==> src/rtl/iba_consts.vh <==
`ifndef IBA_CONSTS_VH
`define IBA_CONSTS_VH

`define IBA_A_CTRL      8'h00
`define IBA_A_MASK      8'h04
`define IBA_A_PRIO      8'h08
`define IBA_A_SNAP      8'h0C
`define IBA_A_GCOUNT    8'h10
`define IBA_A_GCHAN     8'h14
`define IBA_A_CMD       8'h18
`define IBA_A_WIN       8'h1C
`define IBA_A_IVR       8'h20
`define IBA_A_GRX       8'h24
`define IBA_A_GTX       8'h28

`define IBA_CTRL_THR_LSB 0
`define IBA_CTRL_IVC_LSB 8
`define IBA_CTRL_DIV2    10
`define IBA_CMD_UPDATE   0

`define IBA_RST_CTRL    11'h0FF
`define IBA_RST_MASK    18'h00000
`define IBA_RST_PRIO    28'h0000000
`define IBA_RST_SNAP    8'hFF
`define IBA_RST_IVR     8'h0F

`define IBA_TYPE_RX     2'b11
`define IBA_TYPE_TX     3'b010
`define IBA_TYPE_BRK    3'b100
`define IBA_TYPE_COS    3'b001
`define IBA_TYPE_CT     3'b101
`define IBA_CH_CT_AB    2'b01
`define IBA_CH_CT_CD    2'b11

`define IBA_CLK_PERIOD_NS 10
`define IBA_OSC_PERIOD_NS 250
// Strobe period in clocks: one oscillator period, doubled with the divider
`define IBA_PERIOD_1X     6'h19
`define IBA_PERIOD_2X     6'h32

`endif
==> src/rtl/iba_arbiter.v <==
// Implementation choices: the register offsets and register access over AHB-Lite.
`timescale 1ns/1ps
`include "iba_consts.vh"

module iba_arbiter (
   // Clock and reset
   input  wire        i_clk,
   input  wire        i_rst_b,
   // AHB-Lite slave
   input  wire        i_hsel,
   input  wire [31:0] i_haddr,
   input  wire [1:0]  i_htrans,
   input  wire        i_hwrite,
   input  wire [2:0]  i_hsize,
   input  wire [31:0] i_hwdata,
   input  wire        i_hready,
   output wire [31:0] o_hrdata,
   output wire        o_hreadyout,
   output wire        o_hresp,
   // Interrupt sources
   input  wire [15:0] i_rx_count,
   input  wire [3:0]  i_rx_error_flag,
   input  wire [15:0] i_tx_free,
   input  wire [3:0]  i_break_det,
   input  wire [3:0]  i_pin_change_detect,
   input  wire [1:0]  i_ct_event,
   // Receive data of each channel
   input  wire [31:0] i_rx_data,
   // Host interrupt pins
   input  wire        i_int_ack_n,
   output wire        o_irq_out_n,
   output wire [7:0]  o_vector,
   output wire        o_vector_en,
   // Arbitration status
   output wire [7:0]  o_int_bus_n,
   output wire        o_evaluate_hold_strobe,
   output wire [7:0]  o_current_interrupt_snapshot,
   // Global queue access steering
   output wire        o_grx_rd,
   output wire        o_gtx_wr,
   output wire [1:0]  o_gq_chan,
   output wire [7:0]  o_gtx_data
);

   // ************************************************************
   // Functions
   // ************************************************************
   function [2:0] sat3;
      input [3:0] n;
      begin
         sat3 = (n > 4'h7) ? 3'h7 : n[2:0];
      end
   endfunction

   function [1:0] sat2;
      input [3:0] n;
      begin
         sat2 = (n > 4'h3) ? 2'h3 : n[1:0];
      end
   endfunction

   // Bitwise maximum search as done on a wired-OR bus
   function [7:0] max_bid;
      input [143:0] b;
      reg   [17:0]  alive;
      reg   [17:0]  hit;
      integer       bit_i;
      integer       s;
      begin
         alive = 18'h3FFFF;
         for (bit_i = 7; bit_i >= 0; bit_i = bit_i - 1) begin
            for (s = 0; s < 18; s = s + 1) begin
               hit[s] = alive[s] & b[s*8+bit_i];
            end
            if (|hit) begin
               alive = hit;
            end
         end
         max_bid = 8'h00;
         for (s = 0; s < 18; s = s + 1) begin
            if (alive[s]) begin
               max_bid = max_bid | b[s*8 +: 8];
            end
         end
      end
   endfunction

   // ************************************************************
   // Registers
   // ************************************************************
   reg  [10:0]  ctrl_q;
   reg  [17:0]  mask_q;
   reg  [27:0]  prio_q;
   reg  [7:0]   ivr_q;
   reg  [7:0]   snap_q;
   reg  [7:0]   win_q;
   reg          irq_q;
   reg  [7:0]   vec_q;
   reg          vec_en_q;
   reg  [5:0]   cnt_q;
   reg          div2_q;
   reg          inhibit_q;
   reg          ack_s1_q;
   reg          ack_s2_q;
   reg          ack_s3_q;
   reg  [31:0]  rdata_q;
   reg          dwr_q;
   reg  [7:0]   daddr_q;
   reg          grx_rd_q;
   reg          gtx_wr_q;
   reg  [7:0]   gtx_data_q;
   reg  [143:0] bids;
   integer      k;

   wire [7:0]  thr      = ctrl_q[`IBA_CTRL_THR_LSB +: 8];
   wire [1:0]  ivc      = ctrl_q[`IBA_CTRL_IVC_LSB +: 2];
   wire        div2     = ctrl_q[`IBA_CTRL_DIV2];
   wire [1:0]  snap_ch  = snap_q[1:0];
   wire        addr_ok  = i_hsel & i_htrans[1] & i_hready;
   wire [7:0]  aaddr    = i_haddr[7:0];
   wire        ack_fall = ack_s3_q & ~ack_s2_q;

   // ************************************************************
   // Bid formation
   // ************************************************************
   // Sources: 0-3 rx, 4-7 tx, 8-11 break, 12-15 change, 16-17 timers
   always @* begin
      bids = 144'h0;
      for (k = 0; k < 4; k = k + 1) begin
         if (mask_q[k] && i_rx_count[k*4 +: 4] != 4'h0) begin
            bids[k*8 +: 8] = {sat3(i_rx_count[k*4 +: 4]),
                              i_rx_error_flag[k],
                              `IBA_TYPE_RX,
                              k[1:0]};
         end
         if (mask_q[4+k] && i_tx_free[k*4 +: 4] != 4'h0) begin
            bids[(4+k)*8 +: 8] = {1'b0,
                                  sat2(i_tx_free[k*4 +: 4]),
                                  `IBA_TYPE_TX,
                                  k[1:0]};
         end
         if (mask_q[8+k] && i_break_det[k]) begin
            bids[(8+k)*8 +: 8] = {prio_q[k*3 +: 3],
                                  `IBA_TYPE_BRK,
                                  k[1:0]};
         end
         if (mask_q[12+k] && i_pin_change_detect[k]) begin
            bids[(12+k)*8 +: 8] = {prio_q[12+k*3 +: 3],
                                   `IBA_TYPE_COS,
                                   k[1:0]};
         end
      end
      if (mask_q[16] && i_ct_event[0]) begin
         bids[16*8 +: 8] = {prio_q[25:24], 1'b0, `IBA_TYPE_CT, `IBA_CH_CT_AB};
      end
      if (mask_q[17] && i_ct_event[1]) begin
         bids[17*8 +: 8] = {prio_q[27:26], 1'b0, `IBA_TYPE_CT, `IBA_CH_CT_CD};
      end
   end

   wire [7:0] bus_win = max_bid(bids);

   // ************************************************************
   // Evaluate/hold strobe
   // ************************************************************
   // One oscillator period is the arbitration period; divide-by-two doubles it
   // The divider is taken only at a period boundary, so no phase is cut short
   wire [5:0] period = div2_q ? `IBA_PERIOD_2X : `IBA_PERIOD_1X;
   wire [5:0] half   = {1'b0, period[5:1]};
   wire       eval   = (cnt_q < half);
   wire       trail  = (cnt_q == (half - 6'h01));
   wire       wrap   = (cnt_q == (period - 6'h01));

   always @(posedge i_clk or negedge i_rst_b) begin
      if (!i_rst_b) begin
         cnt_q  <= 6'h00;
         div2_q <= 1'b0;
      end else if (wrap || cnt_q >= period) begin
         cnt_q  <= 6'h00;
         div2_q <= div2;
      end else begin
         cnt_q <= cnt_q + 6'h01;
      end
   end

   // ************************************************************
   // Bus latch, comparator and snapshot
   // ************************************************************
   wire upd_cmd = dwr_q && daddr_q == `IBA_A_CMD && i_hwdata[`IBA_CMD_UPDATE];

   always @(posedge i_clk or negedge i_rst_b) begin
      if (!i_rst_b) begin
         ack_s1_q  <= 1'b1;
         ack_s2_q  <= 1'b1;
         ack_s3_q  <= 1'b1;
         win_q     <= 8'h00;
         irq_q     <= 1'b0;
         inhibit_q <= 1'b0;
         snap_q    <= `IBA_RST_SNAP;
         vec_q     <= 8'h00;
         vec_en_q  <= 1'b0;
      end else begin
         ack_s1_q <= i_int_ack_n;
         ack_s2_q <= ack_s1_q;
         ack_s3_q <= ack_s2_q;
         // An inhibited evaluation keeps the latch steady for the capture
         if (trail) begin
            if (!inhibit_q) begin
               win_q <= bus_win;
            end
            inhibit_q <= 1'b0;
         end
         if (ack_fall && !eval) begin
            inhibit_q <= 1'b1;
         end
         irq_q <= (win_q > thr);
         if (ack_fall || upd_cmd) begin
            snap_q <= (win_q == 8'h00) ? `IBA_RST_SNAP : win_q;
         end
         vec_en_q <= ack_fall ? (ivc != 2'b11) : (vec_en_q & ~ack_s2_q);
         if (ack_fall) begin
            case (ivc)
               2'b01:   vec_q <= {ivr_q[7:2], win_q[1:0]};
               2'b10:   vec_q <= {ivr_q[7:5], win_q[4:0]};
               default: vec_q <= ivr_q;
            endcase
         end
      end
   end

   // ************************************************************
   // AHB-Lite slave
   // ************************************************************
   always @(posedge i_clk or negedge i_rst_b) begin
      if (!i_rst_b) begin
         dwr_q    <= 1'b0;
         daddr_q  <= 8'h00;
         rdata_q  <= 32'h0;
         grx_rd_q <= 1'b0;
      end else begin
         dwr_q    <= addr_ok & i_hwrite;
         daddr_q  <= aaddr;
         grx_rd_q <= 1'b0;
         rdata_q  <= 32'h0;
         // Read data is sampled in the address phase so no wait state is needed
         if (addr_ok && !i_hwrite) begin
            if (aaddr == `IBA_A_CTRL) begin
               rdata_q <= {21'h0, ctrl_q};
            end else if (aaddr == `IBA_A_MASK) begin
               rdata_q <= {14'h0, mask_q};
            end else if (aaddr == `IBA_A_PRIO) begin
               rdata_q <= {4'h0, prio_q};
            end else if (aaddr == `IBA_A_SNAP) begin
               rdata_q <= {24'h0, snap_q};
            end else if (aaddr == `IBA_A_GCOUNT) begin
               rdata_q <= {29'h0, snap_q[7:5]};
            end else if (aaddr == `IBA_A_GCHAN) begin
               rdata_q <= {30'h0, snap_ch};
            end else if (aaddr == `IBA_A_WIN) begin
               rdata_q <= {24'h0, win_q};
            end else if (aaddr == `IBA_A_IVR) begin
               rdata_q <= {24'h0, ivr_q};
            end else if (aaddr == `IBA_A_GRX) begin
               rdata_q  <= {24'h0, i_rx_data[snap_ch*8 +: 8]};
               grx_rd_q <= 1'b1;
            end
         end
      end
   end

   always @(posedge i_clk or negedge i_rst_b) begin
      if (!i_rst_b) begin
         ctrl_q     <= `IBA_RST_CTRL;
         mask_q     <= `IBA_RST_MASK;
         prio_q     <= `IBA_RST_PRIO;
         ivr_q      <= `IBA_RST_IVR;
         gtx_wr_q   <= 1'b0;
         gtx_data_q <= 8'h00;
      end else begin
         gtx_wr_q <= 1'b0;
         if (dwr_q) begin
            if (daddr_q == `IBA_A_CTRL) begin
               ctrl_q <= i_hwdata[10:0];
            end else if (daddr_q == `IBA_A_MASK) begin
               mask_q <= i_hwdata[17:0];
            end else if (daddr_q == `IBA_A_PRIO) begin
               prio_q <= i_hwdata[27:0];
            end else if (daddr_q == `IBA_A_IVR) begin
               ivr_q <= i_hwdata[7:0];
            end else if (daddr_q == `IBA_A_GTX) begin
               gtx_wr_q   <= 1'b1;
               gtx_data_q <= i_hwdata[7:0];
            end
         end
      end
   end

   // ************************************************************
   // Outputs
   // ************************************************************
   assign o_hrdata                     = rdata_q;
   assign o_hreadyout                  = 1'b1;
   assign o_hresp                      = 1'b0;
   assign o_irq_out_n                  = ~irq_q;
   assign o_vector                     = vec_q;
   assign o_vector_en                  = vec_en_q;
   assign o_int_bus_n                  = ~win_q;
   assign o_evaluate_hold_strobe       = eval;
   assign o_current_interrupt_snapshot = snap_q;
   assign o_grx_rd                     = grx_rd_q;
   assign o_gtx_wr                     = gtx_wr_q;
   assign o_gq_chan                    = snap_ch;
   assign o_gtx_data                   = gtx_data_q;

endmodule

==> config.mk <==
export PLATFORM = sky130hd
export DESIGN_NAME = iba_arbiter
export DESIGN_NICKNAME = d
export VERILOG_FILES = /design/src/rtl/iba_arbiter.v
export VERILOG_INCLUDE_DIRS = /design/src /design/src/rtl
export SDC_FILE = /design/constraint.sdc
export NUM_CORES = 1
export LEC_CHECK = 0
export BUFFER_PORTS_ARGS = -buffer_cell sky130_fd_sc_hd__buf_4
export CAP_MARGIN = 10
export CORE_MARGIN = 5
export CORE_UTILIZATION = 34
export DETAILED_ROUTE_END_ITERATION = 8
export MAX_ROUTING_LAYER = met4
export RECOVER_POWER = 50
export SKIP_CTS_REPAIR_TIMING = 1
export SLEW_MARGIN = 20
export SYNTH_ARGS = -nofsm -noshare
export SYNTH_HDL_FRONTEND = slang
export SYNTH_SLANG_ARGS = --single-unit
==> constraint.sdc <==
create_clock -name i_clk -period 7.5 [get_ports i_clk]
set_clock_uncertainty 0.05 [all_clocks]
set_input_delay 2.25 -clock i_clk [delete_from_list [all_inputs] [get_ports i_clk]]
set_output_delay 2.25 -clock i_clk [all_outputs]
set_load 0.005 [all_outputs]
==> reports/summary.txt, run 1 <==
Fillers: 2707
vias: 9621
DRC: 0
ANT nets after route: 0
Iter 0 DRT Violations: 925
Post-synth ARST share: 100.0%
clock power share: 40.6%
worst hold-check path type: reg -> reg
commonest non-fill, non-tap cells in the layout: 294 x buf_4, 126 x dfrtp_1, 111 x nand2_1, 94 x nor2_1, 69 x o21ai_0
Max Cap Viol: 1
final net count: 1486
syn avg cell area: 9.417 µm²
area occupied by multi-input gates: 0.005306 mm²
number of flops mapped to enable cells by yosys: 0
clock sink count: 149
Switching Power: 0.0006015 W
ys flop type: dfrtp_1
CTS tree: built
GPL Wtd Cong: 0.9641
final setup vio count: 0
diodes inserted: 0
TritonCTS buffer count: 17
Syn Inst Count: 995
commonest non-fill, non-tap cell in the layout: buf_4
critical path endpoint category: register
P&R area growth vs syn: 35.31%
first-pass GRT wire length: 60.72 mm
Final period util: 96.12%
DIE AREA: 0.03098 mm²
Post-Syn Area: 0.009370 mm²
DP Cell Count: 1636
r2r setup slk: 1.80 ns
VDD IR-drop max: 0.0001231 V
final WL: 40.17 mm
CTS H-tree depth: 4
vias in the first global route: 9655
RSZ-0062 raised after global routing: false
warning count from the yosys run: 0
FP Rows: 60
CP max FO: 9
Final Hold Violating Endpoints: 0
core area: 0.02703 mm²
Register Area: 0.003757 mm²
#FFs+latches synth: 149
Lkg Pwr: 6.021 nW
min cycle time layout: 7.209 ns
crit path DAT: 7.43 ns
Root Buffer: clkbuf_16
I/O pins: 226
CP Data Required Time: 7.72 ns
Sw Share: 27.68%
outcome: complete, but fails checks
Slew headroom: -200.9%
Final Slew Violations: 104
Longest Clk Path Bufs: 2
initial antenna violation count: 0
PwrDens: 171.4 mW/mm²
Clk Latency, worst-skew pair: 0.43 ns
CP Launch Type: primary input
failing checks: max-capacitance violations, max-slew violations
DP Wirelength: 32.41 mm
GRT Util Overall: 26.44%
Detailed Routing Iterations Pass 1: 5
Seq pwr share: 41.5%
largest net degree at the start of global routing: 104
Cell variety after synth: 98
clock-pin slew on the worst setup and hold paths: 0.06 ns
Worst Tran Pin Value: 4.514 ns
Final Instance Count excl. Fillers: 1666
Int Power: 0.001571 W
DIE WIDTH: 176.0 µm
Comb pwr share: 17.9%
fraction of layout cells with a size suffix above 1: 35.32%
Final Power: 0.002173 W
CP Class: in -> reg
register area share after synthesis: 40.10%
GR Overflow Total: 0
Initial Utilization: 34.67%
Port-buffer cells: 187
fmax: 138.7 MHz
Die Y-Extent: 176.0 µm
wire per inst: 24.11 µm
routed vias/inst: 5.775
-- path summary, 6_finish.rpt --
kind / startpoint / to / cells past startpoint
max reg2reg: prio_q[8] / win_q[6] / 19
min: ack_s1_q / ack_s2_q / 0
min in group asynchronous: i_rst_b / daddr_q[7] / 1
max in group asynchronous: i_rst_b / mask_q[9] / 1
max: i_rx_count[6] / win_q[6] / 21
min reg2reg: ack_s1_q / ack_s2_q / 0
-- worst max-delay path, cell delays in order --
cell and delay (ns):
buf_4 0.12, o21ai_0 0.30, buf_4 0.18, nand2_1 0.05
or4_1 0.51, buf_4 0.20, o21ai_0 0.32, a221oi_4 0.16
a32oi_1 0.21, o21ai_0 0.11, buf_4 0.18, nor4_2 0.55
buf_4 0.31, a21oi_1 0.17, a2111oi_0 0.46, buf_4 0.19
o2111ai_1 0.17, o211ai_2 0.18, a31oi_1 0.07, a2111oi_0 0.57
a31oi_1 0.15
-- cells by family after synthesis --
group                    count (synthesis)  share of synthesized area (%)
XOR/XNOR                                 4                         0.3739
AND/OR/NAND/NOR                        363                          19.78
other                                    2                        0.08015
flip-flops                             149                          40.10
adder cells (fa/ha/maj)                 20                          2.644
buffers and inverters                   80                          3.765
AO/OA/AOI/OAI                          314                          24.76
multiplexers                            63                          8.506
-- layer usage --
layer  track usage (%)  share of wire [%]  vias up
met2             39.89                 45      389
met5                 -                  0        -
met4             5.686                1.8        0
met1             37.94                 47     4762
li1                  -                  -     4420
met3             4.069                6.9       50
-- area by class of cell --
class	instances	area share [%]
Sequential cell	149	29.64
Tap cell	341	3.365
Clock buffer	20	3.523
Multi-Input combinational cell	770	41.85
Clock inverter	10	1.174
Inverter	42	1.243
Timing Repair Buffer	334	19.20
-- sequential cells by signal (all words and copies together) (netlist names) --
signal / flops
daddr_q: 8
win_q: 8
o_vector_en: 1
o_current_interrupt_snapshot: 8
o_gtx_wr: 1
o_grx_rd: 1
ack_s3_q: 1
irq_q: 1
prio_q: 28
mask_q: 18
cnt_q: 6
ack_s1_q: 1
ack_s2_q: 1
ivr_q: 8
o_gtx_data: 8
o_hrdata: 28
div2_q: 1
o_vector: 8
ctrl_q: 11
dwr_q: 1
inhibit_q: 1
-- stage by stage --
stage	hold slack, ns	setup TNS [ns]	util, %	area, µm²	setup slack, ns
floorplan	0.2952	0	-	9385	0.8348
global placement	0.2969	-0.04267	45.00	12160	-0.03861
detailed placement	0.2987	-0.04288	45.00	12160	-0.04288
CTS	0.3083	0	47.20	12760	0.3604
global route	0.3235	0	46.91	12680	0.05487
finish	0.3124	0	46.91	12680	0.2907
-- Yosys cell counts, types with 4 or more instances --
cell type	instances	area (µm²)
ha_1	19	237.7
o211a_1	9	90.09
mux4_2	8	180.2
o21ai_0	69	345.3
o21a_1	12	90.09
a21oi_1	44	220.2
nand2b_1	9	56.30
a211o_1	4	35.03
inv_1	41	153.9
nor3_1	15	75.07
a31oi_1	11	68.82
o32a_1	4	40.04
nor4_1	9	56.30
nand3_1	27	135.1
dfrtp_1	126	3153
dfstp_2	23	604.3
o211ai_1	8	60.06
o31ai_1	9	67.56
o22ai_1	6	37.54
nand4_1	18	112.6
a211oi_1	9	67.56
clkbuf_1	22	82.58
and3_1	27	168.9
mux2_2	53	596.8
o221ai_1	9	78.83
nand2_1	111	416.7
o21ai_1	7	35.03
nor4_2	5	62.56
a21o_1	10	75.07
a221oi_1	7	61.31
and2_1	12	75.07
and4_1	4	35.03
nor2_1	95	356.6
buf_4	9	67.56
a222oi_1	7	70.07
a22oi_1	28	210.2
-- power by group through the flow --
| stage | clock network (W) | logic (W) | registers, W |
|---|---|---|---|
| 3_3_place_gp | 0 | 0.000390 | 0.000913 |
| 3_5_place_dp | 0 | 0.000393 | 0.000914 |
| 4_1_cts | 0.000899 | 0.000394 | 0.000901 |
| 5_1_grt | 0.000932 | 0.000421 | 0.000908 |
| 2_1_floorplan | 0 | 0.000183 | 0.000889 |
| 6_report | 0.000883 | 0.000389 | 0.000901 |
(Power assumes the default switching activity.)
==> run 2, diff against run 1 <==
Settings changed: CORE_MARGIN 5 to 1.
==> run 2 against run 1 <==
  * The run still ends with max-capacitance violations, max-slew violations left
  * Maximum frequency hardly changed
  * Die area is 8.9% lower
  * Clock-buffer cell count is 2 lower
  * Flip-flop and latch count stayed put
  * Power is 1.9% higher
  * Non-clock buffer count stayed put
  * Final area is 0.17% higher
  * Critical path depth is 2 lower
  * Sequential power hardly changed
  * Routed wire length is 3.8% lower
  * First-iteration DRC count is 12% higher
  * Highest routed layer unchanged
==> reports/summary.txt, run 2 (same netlist as run 1, synthesis figures left out) <==
outcome: complete, but fails checks
failing checks: max-capacitance violations, max-slew violations
Final Instance Count excl. Fillers: 1668 (+0.12%)
r2r setup slk: 1.74 ns (-0.06 ns)
CP Class: in -> reg
largest net degree at the start of global routing: 101 (-2.9%)
VDD IR-drop max: 0.00009595 V (-22%)
fraction of layout cells with a size suffix above 1: 35.57% (+0.25 points)
commonest non-fill, non-tap cell in the layout: buf_4
final WL: 38.63 mm (-3.8%)
routed vias/inst: 5.789 (+0.24%)
CP max FO: 4 (-5)
Final Hold Violating Endpoints: 0 (unchanged)
final setup vio count: 0 (unchanged)
RSZ-0062 raised after global routing: false
Iter 0 DRT Violations: 1032 (+12%)
Root Buffer: clkbuf_16
Fillers: 2660 (-1.7%)
worst setup margin: 0.2952 ns (+0.004563 ns)
crit path DAT: 7.44 ns (about the same)
GPL Wtd Cong: 0.9867 (+2.3%)
DIE WIDTH: 168.0 µm (-4.5%)
DRC: 0 (unchanged)
Die Y-Extent: 168.0 µm (-4.5%)
sum of negative setup slack: 0 ns (unchanged)
Final period util: 96.06% (about the same)
WP buf/inv: 4 (-2)
DP Wirelength: 30.74 mm (-5.2%)
diodes inserted: 0 (unchanged)
min cycle time layout: 7.205 ns (-0.004563 ns)
Most Frequent Cell on Critical Path: buf_4
critical path endpoint category: register
Detailed Routing Iterations Pass 1: 6 (+1)
Worst Tran Pin Value: 4.566 ns (+0.05161 ns)
fmax: 138.8 MHz (about the same)
worst hold-check path type: reg -> reg
fin util: 46.99% (+0.079 points)
Final Power: 0.002215 W (+1.9%)
initial antenna violation count: 0 (unchanged)
Clk Latency, worst-skew pair: 0.44 ns (about the same)
I/O pins: 226 (unchanged)
clock-pin slew on the worst setup and hold paths: 0.07 ns (about the same)
DP Cell Count: 1636 (unchanged)
CP Launch Type: primary input
GR Overflow Total: 0 (unchanged)
PwrDens: 174.4 mW/mm² (+1.8%)
P&R area growth vs syn: 35.53%
Longest Clk Path Bufs: 2 (unchanged)
Lkg Pwr: 6.031 nW (+0.16%)
vias in the first global route: 9489 (-1.7%)
crit-path cells: buf_4 > o21ai_2 > o211ai_2 > or4_1 > o311ai_4 > a21oi_1 > a222oi_1 > nand4_2 > buf_4 > nor4_2 > a21oi_1 > a2111oi_0 > buf_4 > o2111ai_1 > o211ai_2 > buf_4 > a31oi_1 > a2111oi_0 > a31oi_1
CTS tree: built
vias: 9656 (+0.36%)
commonest non-fill, non-tap cells in the layout: 294 x buf_4, 126 x dfrtp_1, 111 x nand2_1, 94 x nor2_1, 69 x o21ai_0
Initial Utilization: 34.67% (unchanged)
wire per inst: 23.16 µm (-3.9%)
Worst path slowest cell: or4_1
core area: 0.02703 mm² (unchanged)
Worst path max stage delay: 0.63 ns (+0.06 ns)
Slew headroom: -204.4% (-3.4 points)
first-pass GRT wire length: 58.63 mm (-3.4%)
final net count: 1486 (unchanged)
CTS H-tree depth: 4 (unchanged)
Post-Place Worst Slack: -0.07744 ns (-0.03456 ns)
clock sink count: 149 (unchanged)
CP top delay family: compound AO/OA/AOI/OAI gates
Port-buffer cells: 187 (unchanged)
Max Cap Viol: 1 (unchanged)
FP Rows: 60 (unchanged)
ANT nets after route: 0 (unchanged)
TritonCTS buffer count: 17 (unchanged)
DIE AREA: 0.02823 mm² (-8.9%)
CP Data Required Time: 7.73 ns (about the same)
Final Slew Violations: 101 (-2.9%)
GRT Util Overall: 28.71% (+2.3 points)
-- run 2: metrics by stage --
stage | hold slack (ns) | area, µm²
floorplan | 0.2952 | 9385
detailed placement | 0.2972 | 12160
CTS | 0.3130 | 12790
global route | 0.3284 | 12700
finish | 0.3171 | 12700
global placement | 0.3002 | 12160
-- run 2: worst paths after layout --
kind                           startpoint         end  cells past startpoint
setup / recovery           i_rx_count[11]    win_q[6]                     19
hold / removal                   ack_s1_q    ack_s2_q                      0
setup reg to reg               prio_q[23]    win_q[6]                     18
hold reg to reg                  ack_s1_q    ack_s2_q                      0
max in group asynchronous         i_rst_b  mask_q[17]                      1
min in group asynchronous         i_rst_b  daddr_q[6]                      1
-- run 2: final cells by class --
class | instances | area (µm²) | area share, %
clock buffers | 18 | 439.2 | 3.458
flip-flops and latches | 149 | 3757 | 29.59
clock inverters | 14 | 187.7 | 1.478
multi-input cells | 770 | 5295 | 41.69
repair buffers | 334 | 2436 | 19.18
inverters | 42 | 157.7 | 1.241
well taps | 341 | 426.7 | 3.360
-- run 2: report_power, final --
group	leakage [nW]	switching [W]	total, W	internal (W)
registers	1.86	0.0000535	0.000902	0.000848
clock network	0.304	0.000385	0.000928	0.000544
logic	3.87	0.000199	0.000384	0.000186
-- run 2: worst register-to-register path, stage by stage, from the launching register on --
cell	delay (ns)
dfrtp_1	0.54
nand3_1	0.16
nand4_1	0.12
or4_1	0.68
o311ai_4	0.41
a21oi_1	0.08
a222oi_1	0.46
nand4_2	0.18
buf_4	0.18
nor4_2	0.45
a21oi_1	0.30
a2111oi_0	0.57
buf_4	0.21
o2111ai_1	0.17
o211ai_2	0.14
buf_4	0.19
a31oi_1	0.06
a2111oi_0	0.53
a31oi_1	0.15
-- run 2: routing by layer --
| metal | wire [µm] | global-route usage (%) | share of wire [%] |
|---|---|---|---|
| met1 | 17390 | 39.16 | 45 |
| met2 | 16920 | 41.90 | 44 |
| met3 | 3277 | 6.606 | 8.5 |
| met4 | 1044 | 9.374 | 2.7 |
| met5 | 0 | - | 0 |
==> run 3, diff against run 2 <==
Settings changed: REMOVE_ABC_BUFFERS set to 1.
==> run 3 against run 2 <==
  * Hold slack got worse by 0.0017 ns
  * Combinational power increased by 5.5%
  * Final area is 2.3% higher
  * Core utilization is 1.1 points higher
  * Critical path type unchanged
  * The run still ends with max-capacitance violations, max-slew violations left
  * Maximum frequency shrank 2.4%
  * Global-route usage grew 1.0 points
==> reports/summary.txt, run 3 (same netlist as run 1, synthesis figures left out) <==
FP Rows: 60 (unchanged)
DIE AREA: 0.02823 mm² (unchanged)
TritonCTS buffer count: 17 (unchanged)
PwrDens: 170.2 mW/mm² (-2.4%)
I/O pins: 226 (unchanged)
worst hold-check path type: reg -> reg
Max Cap Viol: 2 (+1)
Longest Clk Path Bufs: 2 (unchanged)
GPL Wtd Cong: 1.033 (+4.7%)
Clk Latency, worst-skew pair: 0.45 ns (about the same)
RSZ-0062 raised after global routing: false
Iter 0 DRT Violations: 997 (-3.4%)
commonest non-fill, non-tap cell in the layout: buf_4
CP startpoint: i_rx_count[6]
CP Data Required Time: 7.77 ns (+0.04 ns)
outcome: complete, but fails checks
Final Instance Count excl. Fillers: 1710 (+2.5%)
final net count: 1528 (+2.8%)
VDD IR-drop max: 0.0001381 V (+44%)
Post-DP Area: 0.01246 mm² (+2.5%)
CP max FO: 7 (+3)
CTS tree: built
Initial Utilization: 34.67% (unchanged)
CP top delay family: compound AO/OA/AOI/OAI gates
Worst path max stage delay: 0.67 ns (+0.04 ns)
fraction of layout cells with a size suffix above 1: 37.40% (+1.8 points)
DP Wirelength: 32.31 mm (+5.1%)
vias in the first global route: 9556 (+0.71%)
commonest non-fill, non-tap cells in the layout: 343 x buf_4, 126 x dfrtp_1, 111 x nand2_1, 95 x nor2_1, 69 x o21ai_0
CTS H-tree depth: 4 (unchanged)
DP Cell Count: 1678 (+2.6%)
ANT nets after route: 0 (unchanged)
Die Y-Extent: 168.0 µm (unchanged)
diodes inserted: 0 (unchanged)
initial antenna violation count: 0 (unchanged)
Root Buffer: clkbuf_16
DRC: 0 (unchanged)
first-pass GRT wire length: 60.28 mm (+2.8%)
Worst Tran Pin Value: 4.680 ns (+0.1146 ns)
failing checks: max-capacitance violations, max-slew violations
final instance area: 0.01300 mm² (+2.3%)
Port-buffer cells: 187 (unchanged)
Final Slew Violations: 121 (+20%)
worst hold slack: 0.3153 ns (-0.001736 ns)
crit path DAT: 7.65 ns (+0.21 ns)
largest net degree at the start of global routing: 86 (-15%)
Final Hold Violating Endpoints: 0 (unchanged)
routed vias/inst: 5.833 (+0.76%)
GR Overflow Total: 0 (unchanged)
clock sink count: 149 (unchanged)
Final period util: 98.41% (+2.3 points)
fin util: 48.09% (+1.1 points)
CP Launch Type: primary input
DIE WIDTH: 168.0 µm (unchanged)
worst hold start: ack_s1_q
CP Class: in -> reg
Detailed Routing Iterations Pass 1: 6 (unchanged)
Most Frequent Cell on Critical Path: buf_4
GRT Util Overall: 29.71% (+1.0 points)
final setup vio count: 0 (unchanged)
critical path endpoint category: register
min cycle time layout: 7.380 ns (+0.1756 ns)
Fillers: 2615 (-1.7%)
wire per inst: 23.85 µm (+3.0%)
crit-path cells: buf_4 > o21ai_0 > nand2_1 > or4_1 > buf_4 > o21ai_0 > a221oi_4 > a32oi_1 > o21ai_0 > or4_1 > buf_4 > a221o_1 > a2111o_1 > nand3_2 > buf_4 > nor3_1 > buf_4 > a221oi_1 > a21oi_1 > o32a_1
vias: 9974 (+3.3%)
final WL: 40.78 mm (+5.6%)
fmax: 135.5 MHz (-2.4%)
core area: 0.02703 mm² (unchanged)
Worst path slowest cell: or4_1
R2R Path Start: prio_q[23]
Lkg Pwr: 6.220 nW (+3.1%)
Slew headroom: -212.0% (-7.6 points)
P&R area growth vs syn: 38.71%
WP buf/inv: 5 (+1)
clock-pin slew on the worst setup and hold paths: 0.08 ns (about the same)
Final Power: 0.002212 W (-0.12%)
-- run 3: cell types whose count changed in the layout (fill, tap and decap cells not counted), moves of 2 or more --
cell,change
inv_8,+2
bufinv_16,-3
clkbuf_4,-7
clkbuf_1,+2
clkinv_8,+4
inv_12,+2
clkinvlp_4,-2
buf_4,+49
-- run 3: worst paths after layout --
| kind | to | slack, ns | depth (start not counted) |
|---|---|---|---|
| setup / recovery | win_q[5] | 0.12 | 20 |
| hold / removal | ack_s2_q | 0.32 | 0 |
| setup reg to reg | win_q[5] | 1.51 | 19 |
| hold reg to reg | ack_s2_q | 0.32 | 0 |
| max in group asynchronous | o_hrdata[4] | 1.33 | 2 |
| min in group asynchronous | o_gtx_data[2] | 3.40 | 1 |
-- run 3: metrics by stage --
step / setup WS [ns] / TNS (ns)
5_1_grt: 0.02044 / 0
4_1_cts: 0.3623 / 0
6_report: 0.1196 / 0
3_5_place_dp: -0.07473 / -0.1070
2_1_floorplan: 0.1009 / 0
3_3_place_gp: -0.09498 / -0.1682
-- run 3: worst reg2reg max path, stage by stage, from the launching register on --
cell and delay, ns:
dfrtp_1 0.58, nand3_1 0.22, nand4_1 0.14, or4_1 0.69
buf_4 0.21, o21ai_0 0.29, a221oi_4 0.15, a32oi_1 0.26
o21ai_0 0.20, or4_1 0.67, buf_4 0.25, a221o_1 0.41
a2111o_1 0.43, nand3_2 0.14, buf_4 0.14, nor3_1 0.05
buf_4 0.16, a221oi_1 0.39, a21oi_1 0.13, o32a_1 0.30
-- run 3: cell type report --
| cell class | count | area (µm²) | share of cell area (%) |
|---|---|---|---|
| Clock buffer | 17 | 425.4 | 3.273 |
| Clock inverter | 15 | 188.9 | 1.454 |
| Inverter | 42 | 157.7 | 1.213 |
| Multi-Input combinational cell | 770 | 5313 | 40.87 |
| Sequential cell | 149 | 3757 | 28.91 |
| Tap cell | 341 | 426.7 | 3.283 |
| Timing Repair Buffer | 376 | 2729 | 21.00 |
-- run 3: layer usage --
metal	part of all wire [%]	up-vias	global-route usage (%)
met3	7.4	55	4.560
met1	46	4975	42.57
met2	44	441	43.61
met4	2.0	0	7.539
met5	0	-	-
li1	-	4503	-
-- run 3: power by group --
part	switching (W)	total, W	internal [W]
sequential	0.0000482	0.000896	0.000847
combinational	0.000204	0.000405	0.000201
clock	0.000453	0.000911	0.000459
total	0.000705	0.00221	0.00151
